File: config.mk
export PLATFORM = sky130hd
export DESIGN_NAME = cer_app_end_flat
export DESIGN_NICKNAME = d
export VERILOG_FILES = /design/src/rtl/cer_pkg.sv /design/src/rtl/cer_if.sv /design/src/rtl/cer_app_end.sv /design/src/flat_wrapper.sv
export SDC_FILE = /design/constraint.sdc
export NUM_CORES = 1
export LEC_CHECK = 0
export BUFFER_PORTS_ARGS = -buffer_cell sky130_fd_sc_hd__buf_2
export CORE_MARGIN = 1.5
export CORE_UTILIZATION = 63
export CTS_CLUSTER_DIAMETER = 100
export DETAILED_ROUTE_END_ITERATION = 8
export PLACE_DENSITY_LB_ADDON = 0.1
export REMOVE_ABC_BUFFERS = 1
export SETUP_SLACK_MARGIN = 0.2
export SLEW_MARGIN = 0
export SYNTH_ARGS = -nofsm -noshare
export SYNTH_HDL_FRONTEND = slang
export SYNTH_SLANG_ARGS = --single-unit
File: constraint.sdc
create_clock -name clk -period 3.3 [get_ports clk]
set_input_delay 0.33 -clock clk [delete_from_list [all_inputs] [get_ports clk]]
set_output_delay 0.33 -clock clk [all_outputs]
set_load 0.01 [all_outputs]
File: src/rtl/cer_pkg.sv
// Constants shared by both ends of the completion error sideband.
// Assumes one 200 MHz clock shared by the application and the core.
package cer_pkg;
	// Error strobe bit positions
	localparam int ERR_W = 7;
	localparam int ERR_TO_COR = 0;
	localparam int ERR_TO_UNC = 1;
	localparam int ERR_ABORT = 2;
	localparam int ERR_UNEXP = 3;
	localparam int ERR_UNSUP_P = 4;
	localparam int ERR_UNSUP_NP = 5;
	localparam int ERR_HDR = 6;
	localparam int CLS_W = 6;

	// Completion timeout
	localparam int TIMEOUT_MS = 50;
	localparam int CLK_MHZ = 200;
	localparam int TIMEOUT_CYC = TIMEOUT_MS * CLK_MHZ * 1000;

	// Header log staging words, most significant dword first
	localparam logic [11:0] HDR_ADDR0 = 12'h81c;
	localparam logic [11:0] HDR_ADDR3 = 12'h828;
	localparam int HDR_WORDS = 4;

	// Completion status codes
	localparam logic [2:0] UNSUPPORTED_REQUEST_STATUS = 3'h1;
	localparam logic [2:0] COMPLETER_ABORT_STATUS = 3'h4;

	// Error message types toward the root complex
	localparam logic [1:0] MSG_COR = 2'h0;
	localparam logic [1:0] MSG_NONFATAL = 2'h1;

	// Application control register map
	localparam int RA_W = 8;
	localparam logic [7:0] REG_CTRL = 8'h00;
	localparam logic [7:0] REG_CMD = 8'h04;
	localparam logic [7:0] REG_HDR0 = 8'h08;
	localparam logic [7:0] REG_HDR3 = 8'h14;
	localparam logic [7:0] REG_STATUS = 8'h18;
	localparam logic [7:0] REG_IRQ_STAT = 8'h1c;
	localparam logic [7:0] REG_IRQ_CLR = 8'h20;
	localparam logic [7:0] REG_IRQ_EN = 8'h24;

	// Fields
	localparam int CTRL_COR = 0;
	localparam int CMD_HDR = 2;
	localparam logic [1:0] KIND_ABORT_P = 2'h0;
	localparam logic [1:0] KIND_ABORT_NP = 2'h1;
	localparam logic [1:0] KIND_UNSUP_P = 2'h2;
	localparam logic [1:0] KIND_UNSUP_NP = 2'h3;
	localparam int IRQ_W = 3;
	localparam int IRQ_TIMEOUT = 0;
	localparam int IRQ_UNEXP = 1;
	localparam int IRQ_DONE = 2;

	// Reset values
	localparam logic CTRL_RST = 1'h0;
	localparam logic [2:0] IRQ_EN_RST = 3'h0;
endpackage : cer_pkg

File: src/rtl/cer_if.sv
// Sideband between application logic and the endpoint core.
// Assumes both ends sit on the same clock; no clock lives here.
`timescale 1ns/1ps
interface cer_if;
	logic [6:0] err_strobe;
	logic hdr_wr;
	logic [11:0] hdr_addr;
	logic [31:0] hdr_data;

	modport core (
		input err_strobe,
		input hdr_wr,
		input hdr_addr,
		input hdr_data
	);
	modport app (
		output err_strobe,
		output hdr_wr,
		output hdr_addr,
		output hdr_data
	);
endinterface : cer_if

File: src/rtl/cer_app_end.sv
// Application end: tracks requests and strobes completion errors.
// Assumes a software master on the plain register port, same clock
// as the core, and a completion transmitter with valid/ready.
`timescale 1ns/1ps
// Summary of operation
// - Each error is a one-cycle strobe
// - Simultaneous errors on separate bits all logged
// - Core sets status bits and sends message
// - Correctable timeout: bit zero, advisory message
// - Uncorrectable timeout: bit one, non-advisory message
// - Non-posted abort: completion first, then bit two
// - Bit two for posted or non-posted
// - Unmatched completion strobes bit three
// - Posted unsupported request strobes bit four
// - Non-posted unsupported: completion, then bit five
// - Application builds every completion itself
// - Core detects three errors by itself
// - Bit six with error logs first header
// - Header dwords written before bit six
module cer_app_end
	import cer_pkg::*;
#(
	parameter int unsigned TIMEOUT_CYCLES = TIMEOUT_CYC
)
(
	// Clock and reset
	input wire logic clk,
	input wire logic rstn,
	// Register port
	input wire logic [RA_W-1:0] reg_addr,
	input wire logic [31:0] reg_wdata,
	input wire logic reg_wr,
	input wire logic reg_rd,
	output logic [31:0] reg_rdata,
	output logic irq,
	// Request tracking
	input wire logic np_req_sent,
	input wire logic cpl_rx,
	// Completion transmitter
	output logic cpl_tx_valid,
	output logic [2:0] cpl_tx_status,
	input wire logic cpl_tx_ready,
	// Sideband
	cer_if.app sb
);
	localparam int CNT_W = $clog2(TIMEOUT_CYCLES + 1);
	localparam logic [CNT_W-1:0] CNT_LAST = CNT_W'(TIMEOUT_CYCLES - 1);

	typedef enum logic [1:0] {ST_IDLE, ST_CPL, ST_HDR, ST_STROBE} cer_st_e;

	cer_st_e st;
	logic ctrl_cor;
	logic [1:0] cmd_kind;
	logic cmd_hdr;
	logic [31:0] hdr_word [HDR_WORDS];
	logic [1:0] hdr_cnt;
	logic outstanding;
	logic [CNT_W-1:0] to_cnt;
	logic timeout_hit;
	logic unexp_hit;
	logic cmd_go;
	logic [IRQ_W-1:0] irq_stat;
	logic [IRQ_W-1:0] irq_en;
	logic [IRQ_W-1:0] irq_set;
	logic [IRQ_W-1:0] irq_clr;
	logic [ERR_W-1:0] next_strobe;
	logic [31:0] next_rdata;

	// Register write decode
	assign cmd_go = reg_wr && reg_addr == REG_CMD && st == ST_IDLE;
	assign irq_clr = (reg_wr && reg_addr == REG_IRQ_CLR) ?
		reg_wdata[IRQ_W-1:0] : '0;

	// Control and interrupt enable
	always_ff @(posedge clk or negedge rstn) begin
		if (!rstn) begin
			ctrl_cor <= CTRL_RST;
			irq_en <= IRQ_EN_RST;
		end else if (reg_wr) begin
			if (reg_addr == REG_CTRL) begin
				ctrl_cor <= reg_wdata[CTRL_COR];
			end
			if (reg_addr == REG_IRQ_EN) begin
				irq_en <= reg_wdata[IRQ_W-1:0];
			end
		end
	end

	// Header words held by software, index from the offset
	always_ff @(posedge clk or negedge rstn) begin
		if (!rstn) begin
			for (int i = 0; i < HDR_WORDS; i++) begin
				hdr_word[i] <= '0;
			end
		end else if (reg_wr && reg_addr >= REG_HDR0 && reg_addr <= REG_HDR3) begin
			hdr_word[reg_addr[3:2] - REG_HDR0[3:2]] <= reg_wdata;
		end
	end

	// Outstanding non-posted request and its timeout
	assign timeout_hit = outstanding && to_cnt == CNT_LAST;
	assign unexp_hit = cpl_rx && !outstanding;
	always_ff @(posedge clk or negedge rstn) begin
		if (!rstn) begin
			outstanding <= 1'b0;
			to_cnt <= '0;
		end else if (np_req_sent) begin
			outstanding <= 1'b1;
			to_cnt <= '0;
		end else if (cpl_rx || timeout_hit) begin
			outstanding <= 1'b0;
			to_cnt <= '0;
		end else if (outstanding) begin
			to_cnt <= to_cnt + 1'b1;
		end
	end

	// Command sequencer
	always_ff @(posedge clk or negedge rstn) begin
		if (!rstn) begin
			st <= ST_IDLE;
			cmd_kind <= KIND_ABORT_P;
			cmd_hdr <= 1'b0;
			hdr_cnt <= '0;
		end else begin
			unique case (st)
				ST_IDLE: begin
					if (cmd_go) begin
						cmd_kind <= reg_wdata[1:0];
						cmd_hdr <= reg_wdata[CMD_HDR];
						hdr_cnt <= '0;
						if (reg_wdata[1:0] == KIND_ABORT_NP ||
							reg_wdata[1:0] == KIND_UNSUP_NP) begin
							st <= ST_CPL;
						end else if (reg_wdata[CMD_HDR]) begin
							st <= ST_HDR;
						end else begin
							st <= ST_STROBE;
						end
					end
				end
				ST_CPL: begin
					if (cpl_tx_valid && cpl_tx_ready) begin
						st <= cmd_hdr ? ST_HDR : ST_STROBE;
					end
				end
				ST_HDR: begin
					hdr_cnt <= hdr_cnt + 1'b1;
					if (hdr_cnt == 2'(HDR_WORDS - 1)) begin
						st <= ST_STROBE;
					end
				end
				ST_STROBE: begin
					st <= ST_IDLE;
				end
			endcase
		end
	end

	// Completion built here with its status code
	always_ff @(posedge clk or negedge rstn) begin
		if (!rstn) begin
			cpl_tx_valid <= 1'b0;
			cpl_tx_status <= COMPLETER_ABORT_STATUS;
		end else if (cmd_go && (reg_wdata[1:0] == KIND_ABORT_NP ||
			reg_wdata[1:0] == KIND_UNSUP_NP)) begin
			cpl_tx_valid <= 1'b1;
			cpl_tx_status <= reg_wdata[1:0] == KIND_ABORT_NP ?
				COMPLETER_ABORT_STATUS :
				UNSUPPORTED_REQUEST_STATUS;
		end else if (cpl_tx_ready) begin
			cpl_tx_valid <= 1'b0;
		end
	end

	// Header dwords to the core, most significant first
	always_ff @(posedge clk or negedge rstn) begin
		if (!rstn) begin
			sb.hdr_wr <= 1'b0;
			sb.hdr_addr <= HDR_ADDR0;
			sb.hdr_data <= '0;
		end else begin
			sb.hdr_wr <= st == ST_HDR;
			sb.hdr_addr <= HDR_ADDR0 + {8'h00, hdr_cnt, 2'h0};
			sb.hdr_data <= hdr_word[hdr_cnt];
		end
	end

	// All error causes merge into one strobe vector
	always_comb begin
		next_strobe = '0;
		if (timeout_hit) begin
			next_strobe[ERR_TO_COR] = ctrl_cor;
			next_strobe[ERR_TO_UNC] = !ctrl_cor;
		end
		next_strobe[ERR_UNEXP] = unexp_hit;
		if (st == ST_STROBE) begin
			next_strobe[ERR_ABORT] = cmd_kind == KIND_ABORT_P ||
				cmd_kind == KIND_ABORT_NP;
			next_strobe[ERR_UNSUP_P] = cmd_kind == KIND_UNSUP_P;
			next_strobe[ERR_UNSUP_NP] = cmd_kind == KIND_UNSUP_NP;
			next_strobe[ERR_HDR] = cmd_hdr;
		end
	end

	// Strobes last exactly one cycle
	always_ff @(posedge clk or negedge rstn) begin
		if (!rstn) begin
			sb.err_strobe <= '0;
		end else begin
			sb.err_strobe <= next_strobe;
		end
	end

	// Sticky interrupt status, a new event beats a clear
	always_comb begin
		irq_set = '0;
		irq_set[IRQ_TIMEOUT] = timeout_hit;
		irq_set[IRQ_UNEXP] = unexp_hit;
		irq_set[IRQ_DONE] = st == ST_STROBE;
	end
	always_ff @(posedge clk or negedge rstn) begin
		if (!rstn) begin
			irq_stat <= '0;
			irq <= 1'b0;
		end else begin
			irq_stat <= (irq_stat & ~irq_clr) | irq_set;
			irq <= |(((irq_stat & ~irq_clr) | irq_set) & irq_en);
		end
	end

	// Read mux, data one cycle after the strobe
	always_comb begin
		next_rdata = '0;
		unique case (reg_addr)
			REG_CTRL: next_rdata[CTRL_COR] = ctrl_cor;
			REG_HDR0: next_rdata = hdr_word[0];
			REG_HDR0 + 8'h04: next_rdata = hdr_word[1];
			REG_HDR0 + 8'h08: next_rdata = hdr_word[2];
			REG_HDR3: next_rdata = hdr_word[3];
			REG_STATUS: next_rdata[1:0] = {outstanding, st != ST_IDLE};
			REG_IRQ_STAT: next_rdata[IRQ_W-1:0] = irq_stat;
			REG_IRQ_EN: next_rdata[IRQ_W-1:0] = irq_en;
			default: next_rdata = '0;
		endcase
	end
	always_ff @(posedge clk or negedge rstn) begin
		if (!rstn) begin
			reg_rdata <= '0;
		end else begin
			reg_rdata <= reg_rd ? next_rdata : '0;
		end
	end
endmodule : cer_app_end

File: src/flat_wrapper.sv
// flat-port wrapper written by rule: the top's interface ports become plain ports
module cer_app_end_flat import cer_pkg::*;
#(
	parameter int unsigned TIMEOUT_CYCLES = TIMEOUT_CYC
)
  (clk, rstn, reg_addr, reg_wdata, reg_wr, reg_rd, reg_rdata, irq, np_req_sent, cpl_rx, cpl_tx_valid, cpl_tx_status, cpl_tx_ready, sb_err_strobe, sb_hdr_wr, sb_hdr_addr, sb_hdr_data);
  cer_if sb_i ();
  input wire logic clk;
  input wire logic rstn;
  input wire logic [RA_W-1:0] reg_addr;
  input wire logic [31:0] reg_wdata;
  input wire logic reg_wr;
  input wire logic reg_rd;
  output logic [31:0] reg_rdata;
  output logic irq;
  input wire logic np_req_sent;
  input wire logic cpl_rx;
  output logic cpl_tx_valid;
  output logic [2:0] cpl_tx_status;
  input wire logic cpl_tx_ready;
  output wire logic [$bits(sb_i.err_strobe)-1:0] sb_err_strobe;
  output wire logic [$bits(sb_i.hdr_wr)-1:0] sb_hdr_wr;
  output wire logic [$bits(sb_i.hdr_addr)-1:0] sb_hdr_addr;
  output wire logic [$bits(sb_i.hdr_data)-1:0] sb_hdr_data;
  assign sb_err_strobe = sb_i.err_strobe;
  assign sb_hdr_wr = sb_i.hdr_wr;
  assign sb_hdr_addr = sb_i.hdr_addr;
  assign sb_hdr_data = sb_i.hdr_data;
  cer_app_end #(.TIMEOUT_CYCLES(TIMEOUT_CYCLES)) u_core (.clk(clk), .rstn(rstn), .reg_addr(reg_addr), .reg_wdata(reg_wdata), .reg_wr(reg_wr), .reg_rd(reg_rd), .reg_rdata(reg_rdata), .irq(irq), .np_req_sent(np_req_sent), .cpl_rx(cpl_rx), .cpl_tx_valid(cpl_tx_valid), .cpl_tx_status(cpl_tx_status), .cpl_tx_ready(cpl_tx_ready), .sb(sb_i));
endmodule
## Word level (Yosys, flattened, before mapping)

Index checks and enable logic that the tools add are counted.
W data, S select, Z words.

- Add/sub/neg operators: 4
- $lt $le $gt $ge: 5
- Equality and inequality tests: 22
- Multiplexer cells: 32
- Bitwise operators: 6
- Reductions and logical operators: 29

Operator list:

| cell | number |
|---|---|
| $bwmux W128 | 1 |
| $mux W32 | 4 |
| $pmux W29 S4 | 1 |
| $mux W24 | 3 |
| $bmux W32 S2 | 1 |
| $demux W32 S2 | 1 |
| $eq A8 B5 Y1 const B | 4 |
| $add A24 B1 Y24 const B | 1 |
| $eq A24 B24 Y1 const B | 1 |
| $eq A8 B4 Y1 const B | 2 |
| $eq A8 B6 Y1 const B | 2 |
| $add A12 B4 Y12 const A | 1 |
| $eq A2 B2 Y1 const B | 6 |
| $mux W2 | 6 |
| $logic_and A1 B1 Y1 | 10 |
| $mux W3 | 3 |
| $eq A8 B3 Y1 const B | 1 |
| $ge A8 B4 Y1 const B | 1 |
| $le A8 B5 Y1 const B | 1 |
| $logic_not A8 Y1 | 1 |
| $pmux W1 S8 | 1 |
| $pmux W2 S4 | 1 |
| $reduce_and A2 Y1 | 4 |
| $reduce_bool A2 Y1 | 4 |
| other kinds (20) | 37 |

- Bits in registers: 256
- Input port bits: 47
- Output and inout bits: 89
- Word-level logic and storage cells: 119

## Logic depth before layout (Yosys ltp)

- Depth in word-level cells: 8
- Mapped depth: 7
- Gate-level depth less buffers: 6

## Worst setup path after synthesis

Ideal clock, no wire load.

- Path type: register to register
- From: register u_core.hdr_cnt[0]
- To: register u_core.hdr_cnt[1]
- Setup time: 0.140 ns
- Arrival: 1.918 ns
- Data required time: 3.160 ns
- Slack: 1.242 ns
- Stages on the path, launching flop included: 8
- Path buffers: 2
- Clock period less this slack: 2.058 ns
- Path through: dfrtp_1 > clkbuf_1 > buf_1 > inv_1 > ha_1 > nand2_1 > o21a_1 > o221ai_1

- Longest elaborated chain between the ends: 2

RTL lines:

| element | RTL line | RTL |
|---|---|---|
| from (decl) | cer_app_end.sv:56 | `logic [1:0] hdr_cnt;` |
| from (signal assigned) | cer_app_end.sv:148 | `hdr_cnt <= hdr_cnt + 1'b1;` |
| $add A2 B1 Y2 | cer_app_end.sv:148 |  |
| $pmux W2 S2 | cer_app_end.sv:126 | `unique case (st)` |

No other way between the ends.
A chain may end at the register's enable or synchronous reset.

## Final worst setup path

- From: register u_core.to_cnt[0]
- To: register u_core.to_cnt[2]

- Longest elaborated chain between the ends: 5
- Elaborated cells between the ends (all ways): 8
- Those cells by class: 1 x add/sub; 1 x eq/ne; 3 x mux; 3 x reduce/logical

RTL lines:

| element | RTL line | RTL |
|---|---|---|
| from (decl) | cer_app_end.sv:58 | `logic [CNT_W-1:0] to_cnt;` |
| from (signal assigned) | cer_app_end.sv:114 | `to_cnt <= to_cnt + 1'b1;` |
| branches (longest 5 deep; another with $add A24 B1 Y24) | n/a |  |

Several ways; the timed one is not identified. The select of a mux whose other input is x is not followed.

==> results.cfg <==
[setup_path]
critPathCaptureType = register
worstPathArrival_ps = 2630
cp-start-kind = register
critPathMaxStageDelay_ps = 670
path_class = reg2reg
reg2reg_depth = 5
path_max_fanout = 22
critical_path.cell_chain = ha_1 -> nand4_1 -> nor4b_1 -> a211o_1 -> nor2_1
cp_slowest_cell = a211o_1
crit_required_ps = 3670

[timing]
finalCritPeriodShare_pct = 68.6
finalClockSkew_ps = 8.85
maxSlewViolCount = 0
setup_ws_ps = 1040
tightest_slew_ps = 851
setup-violations-final = 0
fin_crit_ps = 2260
maxSlewHeadroom_pct = 43.3
hold_violations = 0
finalSetupTns_ps = 0
max_freq_mhz = 442
rsz0062_at_grt = no

[logic_synthesis]
netlist.area_leader.share_pct = 54.3
synth.cells.most_frequent = dfrtp_1, mux2_2, a22oi_1
synth_area_per_cell_um2 = 13.7
yosysWarnings = 0
synthesis.area_um2 = 11200
synth.most_common_cell = dfrtp_1
ys_ff_latch = 247
syn_inst = 817
yosysTopAreaCell = dfrtp_1
synth_area_leaders = dfrtp_1, mux2_2, mux4_2, a22oi_1, a2111oi_2
async_flop_share_pct = 100
yosysSeqAreaShare_pct = 55.3
synth_edf_count = 0
yosys_most_used_dff = dfrtp_1
synth.distinct_cells = 61

[clock_network]
clk_latency_ps = 530
cts_buffers = 26
clkSlewWorstSetupHoldPaths_ps = 60
cts_tree = yes
ctsRootBufferMaster = clkbuf_16
clk_path_buf_depth = 3
cts_num_sinks = 247
htree_num_levels = 1

[drt]
vias = 7672
viasPerCell = 6.49
wl_per_cell_um = 22.4
drc = 0
detail_route.iter0.violations = 678
ant_nets = 0
wirelength_um = 26500
first_pass_iters = 5

[hold_path]
whs_path_depth = 2
hp-class = in2reg

[placed_design]
place_area_um2 = 12000
io_buffer_count = 126
dp_cells = 1137
dp_hpwl_um = 16800
gp_congestion = 0.934
place_ws_ps = 817

[finish]
nets = 996
n_fill_cell = 1111
final_cell_area_um2 = 12900
seq_area_um2 = 6190
diodes = 0
multi_input_area_um2 = 4620
area_growth_pct = 15.2
drive_above_1_share_pct = 41.2
final_cells = 1183

[pwr]
power_leakage_nw = 5.89
p_sw_mw = 2.15
power.density_nw_per_um2 = 620
p_seq_share_pct = 45.8
swShare_pct = 26.9
clkPwrFrac_pct = 35.4
p_int_mw = 5.83
vdd_ir_drop_max_mv = 0.496
combPwrFrac_pct = 18.9

[run]
drv_cap = 0

[run_status]
status = complete, no violations

[global_routing]
track_usage_pct = 29.7
grt_first_pass_wirelength_um = 42700
grt_overflow = 0
grt_max_degree = 111
antenna_found_initial = 1
grt_pass1_vias = 8109

[die]
die_w_um = 136
die_area_um2 = 18600
rows = 48
die_h_um = 136
core_um2 = 17300
ioPinCount = 136
start_util_pct = 64.7
[final cells by class]
type	count	share of cell area, %
tap	225	2.18
clock inverter	6	0.544
inverter	28	0.816
multi-input combinational	489	35.8
sequential	247	48.0
timing repair buffer	149	6.62
clock buffer	39	5.97
[path summary, 6_finish.rpt]
kind                                               from                                   to  slack (ps)
max                        u_core.to_cnt[0]$_DFFE_PN0P_         u_core.to_cnt[2]$_DFFE_PN0P_        1040
min                                         np_req_sent         u_core.to_cnt[4]$_DFFE_PN0P_          20
max reg2reg                u_core.to_cnt[0]$_DFFE_PN0P_         u_core.to_cnt[2]$_DFFE_PN0P_        1040
min reg2reg                 u_core.ctrl_cor$_DFFE_PN0P_    u_core.sb.err_strobe[1]$_DFF_PN0_         460
max in group asynchronous                          rstn  u_core.cpl_tx_status[2]$_DFFE_PN1P_        1910
min in group asynchronous                          rstn     u_core.sb.hdr_data[21]$_DFF_PN0_         440
[power by group through the flow]
stage / Clock (mW) / Sequential [mW] / Combinational (mW)
3_5_place_dp: 0 / 3.70 / 1.52
3_3_place_gp: 0 / 3.67 / 1.47
2_1_floorplan: 0 / 3.86 / 0.751
4_1_cts: 2.87 / 3.65 / 1.53
5_1_grt: 2.98 / 3.70 / 1.63
6_report: 2.82 / 3.66 / 1.51
[layer usage]
metal	GRT usage, %	up-vias	wire length [um]
li1	-	3304	-
met1	39.4	3999	10600
met2	51.0	322	13800
met3	4.36	45	1570
met4	8.92	2	535
met5	0	-	12
[through the flow]
stage               util (%)  total power [mW]  hold slack, ps
finish                  74.5              7.99            15.5
global route            74.5              8.31            18.9
CTS                     74.5              8.04            2.30
detailed placement      69.6              5.22             438
global placement        69.6              5.14             429
floorplan                  -              4.61            34.4
[flip-flops by register name (all words and copies together) (netlist names), 2 cells and up]
name / flops
u_core.hdr_word: 128
u_core.sb.hdr_data: 32
u_core.sb.hdr_addr: 4
u_core.st: 2
u_core.reg_rdata: 32
u_core.cpl_tx_status: 2
u_core.sb.err_strobe: 7
u_core.hdr_cnt: 2
u_core.irq_stat: 3
u_core.to_cnt: 24
u_core.irq_en: 3
u_core.cmd_kind: 2
[worst max-delay path: cells and delay by family (launching register included)]
family / cells / cell delay (ps)
AND/OR/NAND/NOR: 3 / 780
flip-flops: 1 / 430
AO/OA/AOI/OAI: 1 / 670
adder cells (fa/ha/maj): 1 / 210
[logic make-up (layout without fill, tap and decap cells)]
family	after synthesis	count (layout)	share of synthesized area (%)
AO/OA/AOI/OAI	137	137	10.2
other	2	9	0.0671
AND/OR/NAND/NOR	145	145	7.61
flip-flops	247	247	55.3
buffers and inverters	88	222	3.81
adder cells (fa/ha/maj)	8	8	0.895
XOR/XNOR	15	15	1.17
multiplexers	175	175	21.0
[what timing repair did]
action,in CTS,in global routing
hold buffers,1,0
endpoints found under the hold margin,104,0
setup buffers,0,0
resized for setup,0,0
[cells in the final DEF, fill, tap and decap left out, types with 4 or more instances in the layout]
master     instances
xor2_1            10
clkbuf_1           6
dfrtp_1          241
nor2b_1            4
ha_1               8
xnor2_1            5
mux2i_1            7
a22oi_1           50
and4_1             6
nor3_1            14
clkbuf_8           7
nand3_1           12
nand4_1           17
nand2_1           20
nor4_1             4
mux4_2            34
and3_1             7
or3_1              8
conb_1             9
clkbuf_16         26
nor3b_1            9
mux2_2           133
a2111oi_2         21
buf_4             19
inv_1             27
buf_2            125
dfstp_2            4
or4_1              5
o21ai_0           17
a21oi_1           21
nor2_1            20
Power figures use the tool's default switching activity.
